### src/verilog/bsic_consts.vh
/*
 * Constants for the boundary-scan instruction chain: instruction codes,
 * identification fields, chain layout and FIFO sizing.
 * Assumes inclusion by bare name from the design file.
 */
`ifndef BSIC_CONSTS_VH
`define BSIC_CONSTS_VH

`define BSIC_IR_W 4
`define BSIC_OP_EXTEST 4'h0
`define BSIC_OP_IDCODE 4'h1
`define BSIC_OP_SAMPLE 4'h2
`define BSIC_OP_RESET 4'hC
`define BSIC_OP_BYPASS 4'hF
`define BSIC_ID_VER_LSB 28
`define BSIC_ID_PART_LSB 12
`define BSIC_ID_MFR_LSB 1
`define BSIC_NPINS 8
`define BSIC_NOSC 5
`define BSIC_FIFO_DEPTH 32
`define BSIC_FIFO_AW 5
`define BSIC_IR_CAPTURE 4'h1

`endif

### src/verilog/bsic_top.v
/*
 * Boundary-scan instruction chain and its FIFO, oversampling TCK on MCLK.
 * Assumes an external scan controller drives TCK, TMS and TDI as pins.
 */
`timescale 1ns/1ps
`default_nettype none
`include "bsic_consts.vh"

module bsic_fifo #(
  parameter WIDTH = 1,
  parameter DEPTH = `BSIC_FIFO_DEPTH,
  parameter AW = `BSIC_FIFO_AW
) (
  input wire clk,
  input wire rst,
  input wire in_valid,
  output wire in_ready,
  input wire [WIDTH-1:0] in_data,
  output wire out_valid,
  input wire out_ready,
  output reg [WIDTH-1:0] out_data
);
  reg [WIDTH-1:0] mem_r [0:DEPTH-1];
  reg [AW-1:0] wp_r;
  reg [AW-1:0] rp_r;
  reg [AW:0] cnt_r;
  reg vld_r;
  wire push;
  wire pop;
  wire load;
  wire [AW:0] occ;

  // Output stage holds the head word; it counts toward the depth so that
  // no more than DEPTH words are ever held and the full flag is not late
  assign occ = cnt_r + {{AW{1'b0}}, vld_r};
  assign in_ready = (occ != DEPTH[AW:0]);
  assign push = in_valid && in_ready;
  assign out_valid = vld_r;
  assign pop = (cnt_r != {(AW+1){1'b0}}) && (!vld_r || out_ready);
  assign load = pop;

  // Storage, pointers and fill count
  always @(posedge clk) begin
    if (push) begin
      mem_r[wp_r] <= in_data;
    end
    if (rst) begin
      wp_r <= {AW{1'b0}};
      rp_r <= {AW{1'b0}};
      cnt_r <= {(AW+1){1'b0}};
      vld_r <= 1'b0;
      out_data <= {WIDTH{1'b0}};
    end else begin
      if (push) begin
        wp_r <= (wp_r == DEPTH[AW-1:0] - 1'b1) ? {AW{1'b0}} : wp_r + 1'b1;
      end
      if (load) begin
        rp_r <= (rp_r == DEPTH[AW-1:0] - 1'b1) ? {AW{1'b0}} : rp_r + 1'b1;
        out_data <= mem_r[rp_r];
        vld_r <= 1'b1;
      end else if (out_ready) begin
        vld_r <= 1'b0;
      end
      cnt_r <= cnt_r + {{AW{1'b0}}, push} - {{AW{1'b0}}, load};
    end
  end
endmodule // bsic_fifo

module bsic_top #(
  parameter NPINS = `BSIC_NPINS,
  parameter [3:0] ID_VERSION = 4'h0,     // Arbitrary value
  parameter [15:0] ID_PART = 16'h1234,   // Arbitrary value
  parameter [10:0] ID_MFR = 11'h055      // Arbitrary value
) (
  input wire MCLK,
  input wire RST,
  input wire TCK,
  input wire TMS,
  input wire TDI,
  output reg TDO,
  output reg TDO_OE,
  output wire TDO_VALID,
  input wire TDO_READY,
  input wire [NPINS-1:0] PIN_LEVEL,
  input wire [NPINS-1:0] PORT_OUTPUT_BIT,
  input wire [NPINS-1:0] DIRECTION_BIT,
  input wire GLOBAL_PULLUP_DISABLE,
  output wire [NPINS-1:0] PIN_OUT,
  output wire [NPINS-1:0] PIN_OE,
  output wire [NPINS-1:0] PIN_PULLUP_EN,
  output wire [1:0] TWO_WIRE_DRIVER_ENABLE,
  input wire NORMAL_RESET_OBSERVE,
  input wire HIGH_VOLTAGE_RESET_OBSERVE,
  input wire [`BSIC_NOSC-1:0] OSC_ENABLE_SYS,
  input wire [`BSIC_NOSC-1:0] OSC_CLOCK,
  input wire [`BSIC_NOSC-1:0] OSC_OPTION_USED,
  output wire [`BSIC_NOSC-1:0] OSC_ENABLE,
  output wire CORE_RESET,
  output wire [3:0] INSTR
);
  // Chain: per pin pull-up, ctl, data; two-wire en x2; reset obs x2; osc en+clk
  localparam CHAIN = 3 * NPINS + 2 + 2 + 2 * `BSIC_NOSC;
  localparam OSC_B = 3 * NPINS + 4;
  // Oscillator order: ext clock, crystal, ext RC, low freq, timer
  localparam [`BSIC_NOSC-1:0] OSC_IDLE = 5'h04;
  localparam S_RESET = 4'h0, S_IDLE = 4'h1, S_SELDR = 4'h2, S_CAPDR = 4'h3;
  localparam S_SHDR = 4'h4, S_EX1DR = 4'h5, S_PAUDR = 4'h6, S_EX2DR = 4'h7;
  localparam S_UPDR = 4'h8, S_SELIR = 4'h9, S_CAPIR = 4'hA, S_SHIR = 4'hB;
  localparam S_EX1IR = 4'hC, S_PAUIR = 4'hD, S_EX2IR = 4'hE, S_UPIR = 4'hF;

  reg [2:0] tck_s_r;
  reg tms_m_r, tms_s_r, tdi_m_r, tdi_s_r;
  reg [NPINS-1:0] pin_m_r, pin_s_r;
  reg [`BSIC_NOSC-1:0] osc_m_r, osc_s_r;
  reg [1:0] rsto_m_r, rsto_s_r;
  reg [3:0] st_r;
  reg [3:0] ir_sh_r, ir_r;
  reg [31:0] id_r;
  reg byp_r;
  reg rst_reg_r;
  reg [CHAIN-1:0] bs_sh_r, bs_up_r;
  reg tdo_nxt;
  wire rise, fall;
  wire [CHAIN-1:0] bs_cap;
  wire extest;
  wire [1:0] fifo_dummy;
  genvar g;

  // Decodes instruction to data register; unknown codes mean bypass
  function [1:0] dr_sel;
    input [3:0] op;
    begin
      case (op)
        `BSIC_OP_EXTEST, `BSIC_OP_SAMPLE: dr_sel = 2'h1;
        `BSIC_OP_IDCODE: dr_sel = 2'h2;
        `BSIC_OP_RESET: dr_sel = 2'h3;
        default: dr_sel = 2'h0;
      endcase
    end
  endfunction

  // Two-stage synchronisers on TCK, TMS and TDI, then TCK edge detection
  always @(posedge MCLK) begin
    if (RST) begin
      tck_s_r <= 3'h0;
      tms_m_r <= 1'b0;
      tms_s_r <= 1'b0;
      tdi_m_r <= 1'b0;
      tdi_s_r <= 1'b0;
    end else begin
      // Third stage only delays TCK so that its edges can be found
      tck_s_r <= {tck_s_r[1:0], TCK};
      tms_m_r <= TMS;
      tms_s_r <= tms_m_r;
      tdi_m_r <= TDI;
      tdi_s_r <= tdi_m_r;
    end
  end
  assign rise = tck_s_r[1] && !tck_s_r[2];
  assign fall = !tck_s_r[1] && tck_s_r[2];

  // Pin, reset-pin and oscillator observe paths; only a metastability guard.
  // Oscillator clocks run free of MCLK, so an observed clock bit is a
  // snapshot and may differ from scan to scan.
  always @(posedge MCLK) begin
    pin_m_r <= PIN_LEVEL;
    pin_s_r <= pin_m_r;
    osc_m_r <= OSC_CLOCK;
    osc_s_r <= osc_m_r;
    rsto_m_r <= {HIGH_VOLTAGE_RESET_OBSERVE, NORMAL_RESET_OBSERVE};
    rsto_s_r <= rsto_m_r;
  end

  // TAP state machine, reset only by RST or TMS, never by core reset
  // TMS is taken on the MCLK edge that sees the TCK rise, aligned by its synchroniser
  // TAP independent of core reset
  always @(posedge MCLK) begin
    if (RST) begin
      st_r <= S_RESET;
    end else if (rise) begin
      case (st_r)
        S_RESET: st_r <= tms_s_r ? S_RESET : S_IDLE;
        S_IDLE: st_r <= tms_s_r ? S_SELDR : S_IDLE;
        S_SELDR: st_r <= tms_s_r ? S_SELIR : S_CAPDR;
        S_CAPDR: st_r <= tms_s_r ? S_EX1DR : S_SHDR;
        S_SHDR: st_r <= tms_s_r ? S_EX1DR : S_SHDR;
        S_EX1DR: st_r <= tms_s_r ? S_UPDR : S_PAUDR;
        S_PAUDR: st_r <= tms_s_r ? S_EX2DR : S_PAUDR;
        S_EX2DR: st_r <= tms_s_r ? S_UPDR : S_SHDR;
        S_UPDR: st_r <= tms_s_r ? S_SELDR : S_IDLE;
        S_SELIR: st_r <= tms_s_r ? S_RESET : S_CAPIR;
        S_CAPIR: st_r <= tms_s_r ? S_EX1IR : S_SHIR;
        S_SHIR: st_r <= tms_s_r ? S_EX1IR : S_SHIR;
        S_EX1IR: st_r <= tms_s_r ? S_UPIR : S_PAUIR;
        S_PAUIR: st_r <= tms_s_r ? S_EX2IR : S_PAUIR;
        S_EX2IR: st_r <= tms_s_r ? S_UPIR : S_SHIR;
        S_UPIR: st_r <= tms_s_r ? S_SELDR : S_IDLE;
        default: st_r <= S_RESET;
      endcase
    end
  end

  // Instruction register, four bits, LSB first
  // four-bit instruction
  always @(posedge MCLK) begin
    if (RST) begin
      ir_sh_r <= `BSIC_IR_CAPTURE;
      ir_r <= `BSIC_OP_IDCODE;
    end else if (rise) begin
      if (st_r == S_RESET) begin
        ir_r <= `BSIC_OP_IDCODE;
      end else if (st_r == S_CAPIR) begin
        ir_sh_r <= `BSIC_IR_CAPTURE;
      end else if (st_r == S_SHIR) begin
        ir_sh_r <= {tdi_s_r, ir_sh_r[3:1]};
      end
    // New instruction takes effect on the TCK fall in Update-IR
    end else if (fall && st_r == S_UPIR) begin
      ir_r <= ir_sh_r;
    end
  end
  assign INSTR = ir_r;

  // Capture vector: pin cells, two-wire enables, reset and clock observes
  generate
    for (g = 0; g < NPINS; g = g + 1) begin : g_pin
      assign bs_cap[3*g] = !GLOBAL_PULLUP_DISABLE && !DIRECTION_BIT[g] &&
        PORT_OUTPUT_BIT[g];
      assign bs_cap[3*g+1] = DIRECTION_BIT[g];
      assign bs_cap[3*g+2] = pin_s_r[g];
    end
    for (g = 0; g < `BSIC_NOSC; g = g + 1) begin : g_osc
      assign bs_cap[OSC_B+2*g] = OSC_ENABLE_SYS[g];
      assign bs_cap[OSC_B+2*g+1] = OSC_OPTION_USED[g] ? osc_s_r[g] : OSC_IDLE[g];
    end
  endgenerate
  assign bs_cap[3*NPINS+1:3*NPINS] = 2'h0;
  assign bs_cap[3*NPINS+2] = rsto_s_r[0];
  assign bs_cap[3*NPINS+3] = rsto_s_r[1];

  // Data registers: capture, shift, update
  always @(posedge MCLK) begin
    if (RST) begin
      id_r <= 32'h00000000;
      byp_r <= 1'b0;
      rst_reg_r <= 1'b0;
      bs_sh_r <= {CHAIN{1'b0}};
      bs_up_r <= {CHAIN{1'b0}};
    end else if (rise && st_r == S_CAPDR) begin
      id_r <= {ID_VERSION, ID_PART, ID_MFR, 1'b1};
      byp_r <= 1'b0;
      if (dr_sel(ir_r) == 2'h1) begin
        bs_sh_r <= bs_cap;
      end
    end else if (rise && st_r == S_SHDR) begin
      case (dr_sel(ir_r))
        2'h1: bs_sh_r <= {tdi_s_r, bs_sh_r[CHAIN-1:1]};
        2'h2: id_r <= {tdi_s_r, id_r[31:1]};
        // No update latch here, so core reset moves with each shift
        // reset register shift
        2'h3: rst_reg_r <= tdi_s_r;
        default: byp_r <= tdi_s_r;
      endcase
    end else if (fall && st_r == S_UPDR && dr_sel(ir_r) == 2'h1) begin
      bs_up_r <= bs_sh_r;
    end
  end

  assign CORE_RESET = rst_reg_r;

  // Pins follow the latches as soon as the instruction lands; preload first
  // chain select under external test
  assign extest = (ir_r == `BSIC_OP_EXTEST);
  generate
    for (g = 0; g < NPINS; g = g + 1) begin : g_drv
      assign PIN_PULLUP_EN[g] = extest ? bs_up_r[3*g] : 1'b0;
      assign PIN_OE[g] = extest ? bs_up_r[3*g+1] : 1'b0;
      assign PIN_OUT[g] = extest ? bs_up_r[3*g+2] : 1'b0;
    end
    for (g = 0; g < `BSIC_NOSC; g = g + 1) begin : g_oen
      assign OSC_ENABLE[g] = extest ? bs_up_r[OSC_B+2*g] : OSC_ENABLE_SYS[g];
    end
  endgenerate
  assign TWO_WIRE_DRIVER_ENABLE = extest ? bs_up_r[3*NPINS+1:3*NPINS] : 2'h0;

  // TDO source and enable, updated on TCK falling edge
  // A fall launch leaves half a TCK period before the controller samples
  // unknown codes to bypass
  always @* begin
    case (dr_sel(ir_r))
      2'h1: tdo_nxt = bs_sh_r[0];
      2'h2: tdo_nxt = id_r[0];
      2'h3: tdo_nxt = rst_reg_r;
      default: tdo_nxt = byp_r;
    endcase
    if (st_r == S_SHIR) begin
      tdo_nxt = ir_sh_r[0];
    end
  end
  always @(posedge MCLK) begin
    if (RST) begin
      TDO <= 1'b0;
      TDO_OE <= 1'b0;
    end else if (fall) begin
      TDO <= tdo_nxt;
      TDO_OE <= (st_r == S_SHDR) || (st_r == S_SHIR);
    end
  end

  // Stream of shifted-out bits, one per TCK rise in a shift state
  // Words arriving while full are dropped; shifting never waits on the log
  bsic_fifo #(.WIDTH(2), .DEPTH(`BSIC_FIFO_DEPTH), .AW(`BSIC_FIFO_AW)) u_fifo (
    .clk(MCLK),
    .rst(RST),
    .in_valid(rise && TDO_OE),
    .in_ready(),
    .in_data({st_r == S_SHIR, TDO}),
    .out_valid(TDO_VALID),
    .out_ready(TDO_READY),
    .out_data(fifo_dummy)
  );
endmodule // bsic_top
`default_nettype wire

### config.mk
export PLATFORM = sky130hd
export DESIGN_NAME = bsic_top
export DESIGN_NICKNAME = d
export VERILOG_FILES = /design/src/verilog/bsic_top.v
export VERILOG_INCLUDE_DIRS = /design/src /design/src/verilog
export SDC_FILE = /design/constraint.sdc
export NUM_CORES = 1
export LEC_CHECK = 0
export ABC_AREA = 1
export BUFFER_PORTS_ARGS = -buffer_cell sky130_fd_sc_hd__buf_2
export CAP_MARGIN = 15
export CORE_AREA = 2 2 124 138
export CTS_CLUSTER_SIZE = 24
export DETAILED_ROUTE_END_ITERATION = 16
export DIE_AREA = 0 0 126 140
export GPL_ROUTABILITY_DRIVEN = 0
export GPL_TIMING_DRIVEN = 1
export MAX_ROUTING_LAYER = met4
export PLACE_DENSITY_LB_ADDON = 0.25
export SYNTH_ARGS = -nofsm -noshare
export SYNTH_HDL_FRONTEND = slang
export SYNTH_SLANG_ARGS = --single-unit
### constraint.sdc
create_clock -name MCLK -period 3 [get_ports MCLK]
set_clock_uncertainty 0.15 [all_clocks]
set_input_delay 0.3 -clock MCLK [delete_from_list [all_inputs] [get_ports MCLK]]
set_output_delay 0.3 -clock MCLK [all_outputs]
set_load 0.02 [all_outputs]
==> results.md <==
- Pin count of the biggest net entering global routing: just under 90
- End point of the worst hold path: bs_sh_r[7]
- Worst IR Drop VDD: between 300 and 400 uV
- Dpl cells: ~1100
- Max Freq: 0.382 GHz
- Synthesized netlist cell count: a little under 900
- Reg2Reg Launch Point: u_fifo.out_valid
- Starting DRC count in detailed routing: 376
- Endpoint type of the worst setup path: register
- Routed wire per std cell: roughly 12 microns
- Y dimension of the die: about 140 microns
- Antenna violations before repair: 0
- Final Cycle Share: between 80% and 90%
- Worst Path Required: around 3.2 ns
- Worst reg2reg path endpoint: u_fifo.cnt_r[4]
- Endpoints failing hold: 0
- Area share of the largest cell type after synthesis: around 49%
- Area of combinational cells with multiple inputs: approximately 0.0028 sq mm
- Number of design rule violations left after detail routing: 0
- Max capacitance violation total: 0
- Maximum level of the CTS H-tree: 4
- Clock net sink count: ~160
- Register area share after synthesis: 49.2%
- Number of nets in the finished design: roughly 1000
- Compound-Gate Fraction of Synth Area: 17.0%
- Post-Synthesis Net Count: 940
- Worst min-delay path class: in2reg
- Area growth from synthesis to final layout: 20.0%
- Cell-internal power: 3.86 mW
- Critical path start-end classification: reg2reg
- Yosys top cell by area: sky130_fd_sc_hd__dfxtp_1
- Number of cells on the worst reg-to-reg path: 14
- Arrival time at the worst endpoint: 2.82 ns
- CTS max path bufs: 2
- Leading cell types in the layout, fill and taps excluded: 171 x sky130_fd_sc_hd__nor2_1, 161 x sky130_fd_sc_hd__dfxtp_1, 141 x sky130_fd_sc_hd__nand2_1
- Number of diodes added for antenna fixing: 0
- Area of the core region: about 0.016 sq mm
- Number of placed I/O pins: between 80 and 90
- Wire length of the first global-routing pass: roughly 25000 microns
- Ordered list of cells on the worst path: ha_1 -> ha_1 -> nand2_1 -> xor2_1 -> nor2_1 -> a41oi_1 -> ha_1 -> inv_1 -> fa_1 -> nor2_1 -> o21ai_0 -> nand2_1 -> o21ai_0 -> a21oi_1
- Leakage Power: between 3 and 4 nW
- Flip-flop and latch area: approximately 0.0032 sq mm
- Cell area after synthesis: about 0.0066 sq mm
- Final critical delay including setup and external delays: about 2.6 ns
- Effective utilization at floorplan: 40.5%
- Worst-Skew Late Latency: 0.43 ns
- Most used cell, CP: sky130_fd_sc_hd__ha_1
- Number of max-slew violations in the final report: 0
- Remaining antenna violation count after routing: 0
- Number of unique standard cell types used by synthesis: 30
- Most frequent standard cell in the layout excluding fill and tap cells: sky130_fd_sc_hd__nor2_1
- CTS tree: done
- Sum of buffers and inverters on the critical path: 1
- Synth area leaders: sky130_fd_sc_hd__dfxtp_1 49%, sky130_fd_sc_hd__nor2_1 9.8%, sky130_fd_sc_hd__o21ai_0 8.6%
- Kind of cell adding the most delay to the critical path: adder cells
- Combinational cell fraction of total power: 11.0%
- Basic-gate share of the synthesized area counting and, or, nand and nor cells: a little over a fifth
- Mean instance size in the synthesized netlist: 7.46 sq um
- Net switching power: 1.27 mW
- Synthesized-area fraction occupied by xor and xnor cells: less than 1%
- Detailed-route wire length: roughly 15000 microns
- Critical path startpoint category: register
- Filler instances: 1682
- Delay of the slowest cell on the worst path: between 0.4 and 0.5 ns
- Setup-failing EPs final: 0
- Floorplan die area: roughly 0.018 sq mm
- Die W: between 100 and 150 microns
- Layout cells sized above 1: 14.8%
- Clock Root Buffer: sky130_fd_sc_hd__clkbuf_16
- Global route overflow: 0
- Row Count: 49
- Share of total power consumed by net switching: 24.8%
- Source of the worst hold timing path: DIRECTION_BIT[2]
- Unrepaired setup endpoints after global routing: no
- Combinational family with the most area after synthesis: simple AND/OR/NAND/NOR gates
- Critical path fanouts, max: 3
- Summed negative setup slack over all endpoints: 0 ns
- Pre-Repair DR Iteration Count: 5
- Post-DP HPWL: between 9000 and 10000 microns
- Port buffer count: 86
- Slowest cell on the critical path: sky130_fd_sc_hd__fa_1
- Global router's overall resource usage: 17.7%
- Finished Layout Cells: about 1200
- Sequential fraction of design power: 44.0%
- Total of flip-flops plus latches after synthesis: between 150 and 200
- Max transition margin: approximately a quarter
- Mux share of post-synthesis cell area: 0%
- Portion of total power attributed to the clock network: roughly 45%
- Detailed-route via count: approximately 5600
- R2R setup slack: between 0.3 and 0.4 ns
- Vias in the first global route: roughly 5200
- Count of buffers added by post-CTS timing repair for setup: 0
- Outcome: finished clean
- Adder-cell share of the synthesized area: approximately 2.8%
- Hold Path Depth: 5
- Mean number of vias per cell: ~4.8
- Power density normalized to cell area: about 650 mW/mm^2
- Cts bufs inserted: 17
- Synthesis Warnings: 0
- Actual transition at the worst max-transition pin: approximately 1.1 ns
- Clock transition time at the flip-flop clock pins of the worst setup and hold paths: about 0.060 ns
==> final cells by class <==
cell class	count	area share, %
flip-flops and latches	161	41.0
multi-input cells	585	35.1
repair buffers	112	8.53
clock buffers	21	5.73
inverters	87	4.15
well taps	204	3.25
clock inverters	11	2.24
==> worst max path at each step <==
stage          cells past startpoint        startpoint              end  slack, ns
2_1_floorplan                     14  u_fifo.out_valid  u_fifo.cnt_r[4]       0.51
3_3_place_gp                      14  u_fifo.out_valid  u_fifo.cnt_r[4]       0.44
3_5_place_dp                      14  u_fifo.out_valid  u_fifo.cnt_r[4]       0.41
4_1_cts                           14  u_fifo.out_valid  u_fifo.cnt_r[4]       0.39
5_1_grt                           14  u_fifo.out_valid  u_fifo.cnt_r[4]       0.12
6_report                          14  u_fifo.out_valid  u_fifo.cnt_r[4]       0.39
==> layer usage <==
| metal | part of all wire (%) | track usage, % |
|---|---|---|
| met1 | 48 | 22.1 |
| met2 | 46 | 28.2 |
| met3 | 4.3 | 4.05 |
| met4 | 1.8 | 6.30 |
| met5 | 0 | - |
==> flip-flops by register name, summed over array words and instances (netlist names), 3 cells and up <==
signal        cells
bs_up_r          31
INSTR             4
ir_sh_r           4
osc_m_r           5
tck_s_r           3
pin_s_r           8
id_r             32
osc_s_r           5
u_fifo.cnt_r      6
bs_sh_r          38
pin_m_r           8
st_r              4
==> synthesized netlist by cell type (all sizes together) <==
cell type  number
a211oi          1
a21oi          79
a31oi           1
a41oi           1
buf            19
clkbuf         26
dfxtp         161
fa              1
ha             13
inv            87
nand2         143
nand3          24
nand3b          2
nand4           3
nor2          175
nor3            3
o211ai          3
o21ai         131
o21bai          1
xnor2           1
xor2            3
==> worst register-to-register path: cells and delay by family, from the launching register on <==
| family | cells | cell delay [ns] |
|---|---|---|
| AO/OA/AOI/OAI | 4 | 0.47 |
| XOR/XNOR | 1 | 0.15 |
| adder cells (fa/ha/maj) | 4 | 1.07 |
| buffers and inverters | 1 | 0.07 |
| flip-flops | 1 | 0.32 |
| AND/OR/NAND/NOR | 4 | 0.33 |
==> power by group through the flow <==
stage / logic [mW] / registers, mW / clock network (mW)
floorplan: 0.392 / 2.30 / 0
global placement: 0.550 / 2.30 / 0
detailed placement: 0.548 / 2.31 / 0
CTS: 0.569 / 2.26 / 2.37
global route: 0.663 / 2.26 / 2.44
finish: 0.565 / 2.26 / 2.31
==> cell families after synthesis <==
logic type                 after synthesis
DFF                                    161
xor gates and xnor gates                 4
AOI/OAI and AO/OA                      217
adders and majority gates               14
buffers and inverters                  132
and+or+nand+nor                        350
==> repair_timing <==
| action | in CTS | in global routing |
|---|---|---|
| hold endpoints to repair | 18 | 0 |
| resized for setup | 0 | 0 |
| endpoints found under the setup margin | 0 | 0 |
| hold buffers | 18 | 0 |
==> stage by stage <==
step / worst slack (ns) / utilization (%) / hold WS, ns / instance area [sq um] / power (mW)
after floorplan: 0.513 / - / 0.160 / 6550 / 2.69
after global placement: 0.441 / 43.6 / 0.160 / 7050 / 2.85
after detailed placement: 0.409 / 43.6 / 0.162 / 7050 / 2.85
after CTS: 0.394 / 48.6 / 0.0453 / 7860 / 5.19
after global routing: 0.116 / 48.6 / 0.0758 / 7860 / 5.37
final: 0.385 / 48.6 / 0.0597 / 7860 / 5.13
(Power assumes the default switching activity.)
